--- src/core/tpio_defines.svh ---
// Offsets, field positions, event layout and reset values for the pin I/O block.
`ifndef TPIO_DEFINES_SVH
`define TPIO_DEFINES_SVH

// Register byte offsets on the APB side.
`define TPIO_OFF_CTRL2   12'h000
`define TPIO_OFF_CTRL3   12'h004
`define TPIO_OFF_GR2A    12'h008
`define TPIO_OFF_GR2B    12'h00C
`define TPIO_OFF_GR3A    12'h010
`define TPIO_OFF_GR3B    12'h014
`define TPIO_OFF_EVT     12'h018

// Field positions inside one control byte and inside one field.
`define TPIO_FLD_B_LSB   4
`define TPIO_FLD_A_LSB   0
`define TPIO_FLD_MODE    3
`define TPIO_FLD_LVL     2

// Event status layout: capture flags low, match flags high.
`define TPIO_EVT_CAP_LSB 0
`define TPIO_EVT_MAT_LSB 4

// Reset values.
`define TPIO_RST_CTRL    8'h00
`define TPIO_RST_GR      16'h0000
`define TPIO_RST_EVT     8'h00
`define TPIO_RST_RDATA   32'h0000_0000

`endif

--- src/core/tpio_pkg.sv ---
// Types shared by the pin I/O control block.
package tpio_pkg;

   // One 4-bit mode field and one general register word.
   typedef logic [3:0]  tpio_field_t;
   typedef logic [15:0] tpio_word_t;

   // Compare action selected by the two low field bits.
   typedef enum logic [1:0] {
      TPIO_ACT_NONE   = 2'h0,
      TPIO_ACT_LOW    = 2'h1,
      TPIO_ACT_HIGH   = 2'h2,
      TPIO_ACT_TOGGLE = 2'h3
   } tpio_oc_act_t;

   // Capture edge selected by the two low field bits.
   typedef enum logic [1:0] {
      TPIO_EDGE_RISE  = 2'h0,
      TPIO_EDGE_FALL  = 2'h1,
      TPIO_EDGE_BOTH  = 2'h2,
      TPIO_EDGE_SPARE = 2'h3
   } tpio_ic_edge_t;

endpackage

--- src/core/tpio_top.sv ---
// Timer pin I/O mode control for channels 2 and 3 with an APB slave.
//
// The implementer's own choices: the APB slave port and the register offsets.
`timescale 1ns/1ps
`include "tpio_defines.svh"
module tpio_top (
   // Clock and reset.
   input  wire logic        pclk,
   input  wire logic        presetn,
   // APB slave.
   input  wire logic        psel,
   input  wire logic        penable,
   input  wire logic        pwrite,
   input  wire logic [11:0] paddr,
   input  wire logic [31:0] pwdata,
   output logic [31:0]      prdata,
   output logic             pready,
   output logic             pslverr,
   // Channel counters and their advance strobes.
   input  wire tpio_pkg::tpio_word_t chan2_count,
   input  wire logic        chan2_count_upd,
   input  wire tpio_pkg::tpio_word_t chan3_count,
   input  wire logic        chan3_count_upd,
   // Channel 2 pins.
   input  wire logic        chan2_pin_a_i,
   output logic             chan2_pin_a_o,
   output logic             chan2_pin_a_oe,
   input  wire logic        chan2_pin_b_i,
   output logic             chan2_pin_b_o,
   output logic             chan2_pin_b_oe,
   // Channel 3 pins.
   input  wire logic        chan3_pin_a_i,
   output logic             chan3_pin_a_o,
   output logic             chan3_pin_a_oe,
   input  wire logic        chan3_pin_b_i,
   output logic             chan3_pin_b_o,
   output logic             chan3_pin_b_oe,
   // Event pulses: bit 0 chan2 A, 1 chan2 B, 2 chan3 A, 3 chan3 B.
   output logic [3:0]       capture_evt,
   output logic [3:0]       match_evt
);
   import tpio_pkg::*;

   ////////////////////////////////////////////////////////////////////////
   // Declarations.

   logic [7:0]  chan2_pin_io_control_ff;
   logic [7:0]  chan3_pin_io_control_high_ff;
   logic [7:0]  evt_ff;
   logic [7:0]  nxt_evt;
   logic [31:0] prdata_ff;
   logic [31:0] nxt_rdata;
   logic        pslverr_ff;
   logic        nxt_err;
   logic        setup_ph;
   logic        wr_acc;
   logic        hit_ctrl2;
   logic        hit_ctrl3;
   logic        hit_evt;
   logic [3:0]  hit_gr;
   logic        hit_any;

   // Per-unit vectors; index order as for the event ports.
   tpio_field_t fld      [4];
   tpio_word_t  cnt      [4];
   tpio_word_t  gr       [4];
   logic [3:0]  cnt_upd;
   logic [3:0]  fld_wr;
   logic [3:0]  gr_wr;
   logic [3:0]  pin_i;
   logic [3:0]  pin_o;
   logic [3:0]  pin_oe;
   logic [3:0]  cap;
   logic [3:0]  mat;

   ////////////////////////////////////////////////////////////////////////
   // APB decode. Zero wait states: the access phase always completes.

   assign setup_ph  = psel & ~penable;
   assign wr_acc    = psel & penable & pwrite;
   assign hit_ctrl2 = (paddr == `TPIO_OFF_CTRL2);
   assign hit_ctrl3 = (paddr == `TPIO_OFF_CTRL3);
   assign hit_evt   = (paddr == `TPIO_OFF_EVT);
   assign hit_gr[0] = (paddr == `TPIO_OFF_GR2A);
   assign hit_gr[1] = (paddr == `TPIO_OFF_GR2B);
   assign hit_gr[2] = (paddr == `TPIO_OFF_GR3A);
   assign hit_gr[3] = (paddr == `TPIO_OFF_GR3B);
   assign hit_any   = hit_ctrl2 | hit_ctrl3 | hit_evt | (|hit_gr);

   // Handshake output; completes in the first access cycle.
   assign pready = 1'b1;

   ////////////////////////////////////////////////////////////////////////
   // Control registers.

   // Channel 2 byte: B field in the upper nibble, A in the lower.
   always_ff @(posedge pclk or negedge presetn) begin
      if (!presetn) begin
         chan2_pin_io_control_ff <= `TPIO_RST_CTRL;
      end else if (wr_acc && hit_ctrl2) begin
         chan2_pin_io_control_ff <= pwdata[7:0];
      end
   end

   // Channel 3 byte, same layout and encoding.
   always_ff @(posedge pclk or negedge presetn) begin
      if (!presetn) begin
         chan3_pin_io_control_high_ff <= `TPIO_RST_CTRL;
      end else if (wr_acc && hit_ctrl3) begin
         chan3_pin_io_control_high_ff <= pwdata[7:0];
      end
   end

   // Split the bytes into fields; a write strobes both fields of a byte
   // so each field holding a compare code reloads its initial pin level.
   assign fld[0]    = chan2_pin_io_control_ff[`TPIO_FLD_A_LSB +: 4];
   assign fld[1]    = chan2_pin_io_control_ff[`TPIO_FLD_B_LSB +: 4];
   assign fld[2]    = chan3_pin_io_control_high_ff[`TPIO_FLD_A_LSB +: 4];
   assign fld[3]    = chan3_pin_io_control_high_ff[`TPIO_FLD_B_LSB +: 4];
   assign fld_wr[0] = wr_acc & hit_ctrl2;
   assign fld_wr[1] = wr_acc & hit_ctrl2;
   assign fld_wr[2] = wr_acc & hit_ctrl3;
   assign fld_wr[3] = wr_acc & hit_ctrl3;

   // The level load must see the new byte, so the unit gets the field
   // one cycle late; delaying the strobe keeps the two aligned.
   logic [3:0] fld_wr_ff;
   always_ff @(posedge pclk or negedge presetn) begin
      if (!presetn) fld_wr_ff <= 4'h0;
      else          fld_wr_ff <= fld_wr;
   end

   // General register software writes.
   assign gr_wr = {4{wr_acc}} & hit_gr;

   // Counters and pins per unit.
   assign cnt[0]  = chan2_count;
   assign cnt[1]  = chan2_count;
   assign cnt[2]  = chan3_count;
   assign cnt[3]  = chan3_count;
   assign cnt_upd = {chan3_count_upd, chan3_count_upd,
                     chan2_count_upd, chan2_count_upd};
   assign pin_i   = {chan3_pin_b_i, chan3_pin_a_i,
                     chan2_pin_b_i, chan2_pin_a_i};

   ////////////////////////////////////////////////////////////////////////
   // Four general register units.

   genvar gi;
   generate
      for (gi = 0; gi < 4; gi = gi + 1) begin : g_unit
         tpio_unit u_unit (
            .pclk      (pclk),
            .presetn   (presetn),
            .field     (fld[gi]),
            .field_wr  (fld_wr_ff[gi]),
            .count     (cnt[gi]),
            .count_upd (cnt_upd[gi]),
            .gr_wr     (gr_wr[gi]),
            .gr_wdata  (pwdata[15:0]),
            .pin_i     (pin_i[gi]),
            .pin_o     (pin_o[gi]),
            .pin_oe    (pin_oe[gi]),
            .gr        (gr[gi]),
            .match     (mat[gi]),
            .capture   (cap[gi])
         );
      end
   endgenerate

   // Pin fan-out.
   assign chan2_pin_a_o  = pin_o[0];
   assign chan2_pin_a_oe = pin_oe[0];
   assign chan2_pin_b_o  = pin_o[1];
   assign chan2_pin_b_oe = pin_oe[1];
   assign chan3_pin_a_o  = pin_o[2];
   assign chan3_pin_a_oe = pin_oe[2];
   assign chan3_pin_b_o  = pin_o[3];
   assign chan3_pin_b_oe = pin_oe[3];
   assign capture_evt    = cap;
   assign match_evt      = mat;

   ////////////////////////////////////////////////////////////////////////
   // Event status: sticky, write one to clear, a new event beats a clear.

   always_comb begin
      nxt_evt = evt_ff;
      if (wr_acc && hit_evt) begin
         nxt_evt = evt_ff & ~pwdata[7:0];
      end
      nxt_evt[`TPIO_EVT_CAP_LSB +: 4] = nxt_evt[`TPIO_EVT_CAP_LSB +: 4] | cap;
      nxt_evt[`TPIO_EVT_MAT_LSB +: 4] = nxt_evt[`TPIO_EVT_MAT_LSB +: 4] | mat;
   end

   always_ff @(posedge pclk or negedge presetn) begin
      if (!presetn) evt_ff <= `TPIO_RST_EVT;
      else          evt_ff <= nxt_evt;
   end

   ////////////////////////////////////////////////////////////////////////
   // Read data is taken in the setup cycle so prdata comes from a flop;
   // an event landing in that same cycle shows on the next read.

   always_comb begin
      nxt_rdata = `TPIO_RST_RDATA;
      nxt_err   = ~hit_any;
      case (1'b1)
         hit_ctrl2: nxt_rdata[7:0]  = chan2_pin_io_control_ff;
         hit_ctrl3: nxt_rdata[7:0]  = chan3_pin_io_control_high_ff;
         hit_gr[0]: nxt_rdata[15:0] = gr[0];
         hit_gr[1]: nxt_rdata[15:0] = gr[1];
         hit_gr[2]: nxt_rdata[15:0] = gr[2];
         hit_gr[3]: nxt_rdata[15:0] = gr[3];
         hit_evt:   nxt_rdata[7:0]  = evt_ff;
         default:   nxt_rdata       = `TPIO_RST_RDATA;
      endcase
   end

   always_ff @(posedge pclk or negedge presetn) begin
      if (!presetn) begin
         prdata_ff  <= `TPIO_RST_RDATA;
         pslverr_ff <= 1'b0;
      end else if (setup_ph) begin
         prdata_ff  <= pwrite ? `TPIO_RST_RDATA : nxt_rdata;
         pslverr_ff <= nxt_err;
      end
   end

   assign prdata  = prdata_ff;
   assign pslverr = pslverr_ff & psel & penable;
endmodule // tpio_top

--- src/core/tpio_unit.sv ---
// One general register with its compare or capture pin logic.
`timescale 1ns/1ps
`include "tpio_defines.svh"
module tpio_unit (
   // Clock and reset.
   input  wire logic              pclk,
   input  wire logic              presetn,
   // Mode field and its write strobe.
   input  wire tpio_pkg::tpio_field_t field,
   input  wire logic              field_wr,
   // Channel counter and its advance strobe.
   input  wire tpio_pkg::tpio_word_t  count,
   input  wire logic              count_upd,
   // Software write of the general register.
   input  wire logic              gr_wr,
   input  wire tpio_pkg::tpio_word_t  gr_wdata,
   // Timer pin.
   input  wire logic              pin_i,
   output logic                   pin_o,
   output logic                   pin_oe,
   // Register contents and events.
   output tpio_pkg::tpio_word_t   gr,
   output logic                   match,
   output logic                   capture
);
   import tpio_pkg::*;

   tpio_word_t    gr_ff;
   logic          pin_prev_ff;
   logic          out_ff;
   logic          match_ff;
   logic          cap_ff;
   logic          cap_mode;
   logic          rise;
   logic          fall;
   logic          cap_now;
   logic          match_now;
   tpio_oc_act_t  act;
   tpio_ic_edge_t edge_sel;

   // Decode of the field and of the pin edges.
   assign cap_mode = field[`TPIO_FLD_MODE];
   assign act      = tpio_oc_act_t'(field[1:0]);
   assign edge_sel = tpio_ic_edge_t'(field[1:0]);
   assign rise     = pin_i & ~pin_prev_ff;
   assign fall     = ~pin_i & pin_prev_ff;

   // Capture edge choice; the level bit plays no part here.
   always_comb begin
      case (edge_sel)
         TPIO_EDGE_RISE: cap_now = cap_mode & rise;
         TPIO_EDGE_FALL: cap_now = cap_mode & fall;
         TPIO_EDGE_BOTH: cap_now = cap_mode & (rise | fall);
         default:        cap_now = cap_mode & (rise | fall);
      endcase
   end

   // Match only on a counter advance, so a stopped counter fires once.
   assign match_now = ~cap_mode & count_upd & (count == gr_ff);

   // Pin history for edge detection.
   always_ff @(posedge pclk or negedge presetn) begin
      if (!presetn) pin_prev_ff <= 1'b0;
      else          pin_prev_ff <= pin_i;
   end

   // General register: a capture beats a software write.
   always_ff @(posedge pclk or negedge presetn) begin
      if (!presetn)     gr_ff <= `TPIO_RST_GR;
      else if (cap_now) gr_ff <= count;
      else if (gr_wr)   gr_ff <= gr_wdata;
   end

   // Pin level: a field write with a compare code loads the initial level first.
   always_ff @(posedge pclk or negedge presetn) begin
      if (!presetn) begin
         out_ff <= 1'b0;
      end else if (field_wr && !field[`TPIO_FLD_MODE]) begin
         out_ff <= field[`TPIO_FLD_LVL];
      end else if (match_now) begin
         case (act)
            TPIO_ACT_LOW:    out_ff <= 1'b0;
            TPIO_ACT_HIGH:   out_ff <= 1'b1;
            TPIO_ACT_TOGGLE: out_ff <= ~out_ff;
            default:         out_ff <= out_ff;
         endcase
      end
   end

   // Event pulses, registered one cycle after the cause.
   always_ff @(posedge pclk or negedge presetn) begin
      if (!presetn) begin
         match_ff <= 1'b0;
         cap_ff   <= 1'b0;
      end else begin
         match_ff <= match_now;
         cap_ff   <= cap_now;
      end
   end

   // Drive only as a compare register with an action chosen.
   assign pin_oe  = ~cap_mode & (act != TPIO_ACT_NONE);
   assign pin_o   = out_ff;
   assign gr      = gr_ff;
   assign match   = match_ff;
   assign capture = cap_ff;
endmodule // tpio_unit

--- config.mk ---
export PLATFORM = sky130hd
export DESIGN_NAME = tpio_top
export DESIGN_NICKNAME = d
export VERILOG_FILES = /design/src/core/tpio_pkg.sv /design/src/core/tpio_top.sv /design/src/core/tpio_unit.sv
export VERILOG_INCLUDE_DIRS = /design/src /design/src/core
export SDC_FILE = /design/constraint.sdc
export NUM_CORES = 1
export LEC_CHECK = 0
export BUFFER_PORTS_ARGS = -buffer_cell sky130_fd_sc_hd__buf_4
export CORE_MARGIN = 10
export CORE_UTILIZATION = 55
export CTS_BUF_LIST = sky130_fd_sc_hd__clkbuf_16
export CTS_CLUSTER_SIZE = 40
export DETAILED_ROUTE_END_ITERATION = 8
export PLACE_DENSITY = 0.79
export SYNTH_ARGS = -nofsm -noshare
export SYNTH_HDL_FRONTEND = slang
export SYNTH_SLANG_ARGS = --single-unit
--- constraint.sdc ---
create_clock -name pclk -period 6.1 [get_ports pclk]
set_clock_uncertainty 0.15 [all_clocks]
set_input_delay 1.525 -clock pclk [delete_from_list [all_inputs] [get_ports pclk]]
set_output_delay 1.525 -clock pclk [all_outputs]
set_load 0.02 [all_outputs]
==> flow_metrics.tcl <==
set metrics [dict create \
    status "finished, final reports clean" \
    die_w_um 137 \
    timing.hold.ws_ns 0.308 \
    rows 42 \
    post-dp-hpwl_um 15600 \
    p_leak_nw 4.71 \
    drive_above_1_share 0.188 \
    power_density_nw_per_um2 223 \
    worst-path-max-fanout 32 \
    cts_root_buf "clkbuf_16" \
    rsz0062_at_grt "false" \
    grt.overflow.total 0 \
    htreeDepth 4 \
    cp-start-kind "input port" \
    period_share 0.599 \
    clk_pin_slew_ns 0.05 \
    drt_first_pass_iters 7 \
    fin_cells 1062 \
    r2r_cells 8 \
    setup-violations-final 0 \
    r2r_slack_ns 3.12 \
    cts_sinks 123 \
    finalSetupTns_ns 0 \
    clockBufferDepth 2 \
    drt_iter0_drc 590 \
    io_pins 137 \
    placed_cells 1031 \
    area_growth_pct 17.4 \
    netlist_instances 792 \
    core_um2 13300 \
    grt_max_degree 82 \
    end_kind "flop" \
    hold_viol_final 0 \
    tightest_slew_ns 1.20 \
    finalPower_mw 1.98 \
    seqCellArea_um2 3080 \
    required_ns 6.29 \
    synth.avg_cell_area_um2 9.51 \
    routed_wl_um 21700 \
    cts_tree "built" \
    antenna_found_initial 0 \
    synth-seq-area-share 0.409 \
    final_common_cell "dfrtp_1" \
    insertedDiodeCount 0 \
    hold_path_class "reg -> reg" \
    arrival_ns 3.85 \
    r2r-start "chan3_pin_io_control_high_ff[0]" \
    maxCapViolCount 0 \
    drv_slew 0 \
    dieArea_um2 18800 \
    preCtsSetupSlack_ns 2.03 \
    post_cts_buffers 0 \
    clk_latency_ns 0.43 \
    gp_congestion 0.966 \
    vias 6234 \
    avgViaCountPerCell 5.87 \
    fillers 1131 \
    avgRoutedWirePerCell_um 20.5 \
    ir_worst_vdd_mv 0.248 \
    ant_nets 0 \
    layout_common_cells "dfrtp_1, buf_4, mux2i_1, nand2_1, nor2_1" \
    port_buffers 103 \
    start_util 0.564 \
    timing.rr.end "g_unit[2].u_unit.gr[6]" \
    slew_headroom 0.198 \
    crit_end "g_unit[2].u_unit.gr[6]" \
    yosys_warnings 0 \
    post_cts_resized 0 \
    synth_area_um2 7530 \
    crit_path_start "chan3_pin_a_i" \
    grt_use_total 0.234 \
    holdBufCountCts 0 \
    synth_seq_cells 123 \
    grt_pass1_vias 6170 \
    synth_edf_count 0 \
    multi_input_area_um2 4050 \
    cts_buffers 17 \
    fmax_ghz 0.274 \
    die_h_um 137 \
    min_period_ns 3.65 \
    nNetsFinal 985 \
    fin_ws_ns 2.45 \
    ys_types 55 \
    drc 0 \
    postSynth.asyncResetShare 1.00 \
    ys.flop_type "dfrtp_1" \
    crit_type "in -> reg" \
    grt_pass1_wl_um 34000 \
]
## metrics by stage
step | cell area, µm² | utilization
after floorplan | 7590 | -
after global placement | 8310 | 0.622
after detailed placement | 8310 | 0.622
after CTS | 8850 | 0.663
after global routing | 8850 | 0.663
final | 8850 | 0.663
## Yosys cell counts, types with 6 or more instances
master	n	area, µm²
nor3_1	8	40.0
nand3_1	12	60.1
clkbuf_1	14	52.6
xor2_1	52	455
ha_1	24	300
nand2b_1	6	37.5
a311oi_1	6	52.6
inv_1	32	120
a21oi_1	61	305
a32o_1	6	60.1
buf_2	23	115
o21ai_0	31	155
a21o_1	8	60.1
xnor2_1	12	105
mux2_2	17	191
buf_4	25	188
nor2_1	64	240
nand2_1	72	270
o21ai_1	19	95.1
or3_1	7	43.8
mux2i_1	84	841
nor4_1	14	87.6
dfrtp_1	123	3080
o31ai_1	16	120
## worst min path at each step
stage | slack [ns] | cells after the start | from | to
floorplan | 0.28 | 1 | g_unit[0].u_unit.capture | evt_ff[0]
detailed placement | 0.30 | 1 | g_unit[2].u_unit.match | evt_ff[6]
CTS | 0.31 | 1 | g_unit[3].u_unit.capture | evt_ff[3]
global route | 0.31 | 1 | g_unit[3].u_unit.capture | evt_ff[3]
finish | 0.31 | 1 | g_unit[3].u_unit.capture | evt_ff[3]
global placement | 0.29 | 1 | g_unit[1].u_unit.capture | evt_ff[1]
## registers in the layout (all words and copies together), names as in the netlist
name,flops
fld_wr_ff,2
chan3_pin_io_control_high_ff,8
chan2_pin_io_control_ff,8
g_unit.u_unit.pin_o,4
evt_ff,8
prdata,16
g_unit.u_unit.gr,64
pslverr_ff,1
g_unit.u_unit.capture,4
g_unit.u_unit.match,4
g_unit.u_unit.pin_prev_ff,4
## worst max-delay path, stage by stage
cell,delay [ns]
buf_4,0.12
ha_1,0.19
a22o_1,0.24
o21ai_2,0.13
buf_4,0.33
o41a_1,1.03
nand2_1,0.14
o21ai_1,0.12
## metal layers
layer	wire, µm	global-route usage	up-vias
met2	9990	0.362	278
met4	647	0.0913	0
met5	0	0	-
li1	-	-	2908
met1	8990	0.302	3003
met3	2120	0.0678	45
## cell type report
| cell class | count | area share |
|---|---|---|
| clock buffers | 17 | 0.0481 |
| clock inverters | 14 | 0.0130 |
| inverters | 32 | 0.0136 |
| multi-input cells | 588 | 0.458 |
| flip-flops and latches | 123 | 0.348 |
| well taps | 176 | 0.0249 |
| repair buffers | 112 | 0.0950 |
## power by group
group          internal [mW]  switching, mW  total [mW]  leakage (nW)
clock                  0.584          0.365       0.949         0.278
combinational         0.0725          0.120       0.193          2.79
sequential             0.826        0.00829       0.834          1.64
total                   1.48          0.494        1.98          4.71
## kinds of logic (layout without fill, tap and decap cells)
group | after synthesis | count (layout) | synth area share
XOR/XNOR | 64 | 64 | 0.0744
adder cells (fa/ha/maj) | 24 | 24 | 0.0399
multiplexers | 101 | 101 | 0.137
other | 2 | 17 | 0.000997
buffers and inverters | 96 | 175 | 0.0641
flip-flops | 123 | 123 | 0.409
AND/OR/NAND/NOR | 213 | 213 | 0.138
AO/OA/AOI/OAI | 169 | 169 | 0.137
(Power assumes the default switching activity.)
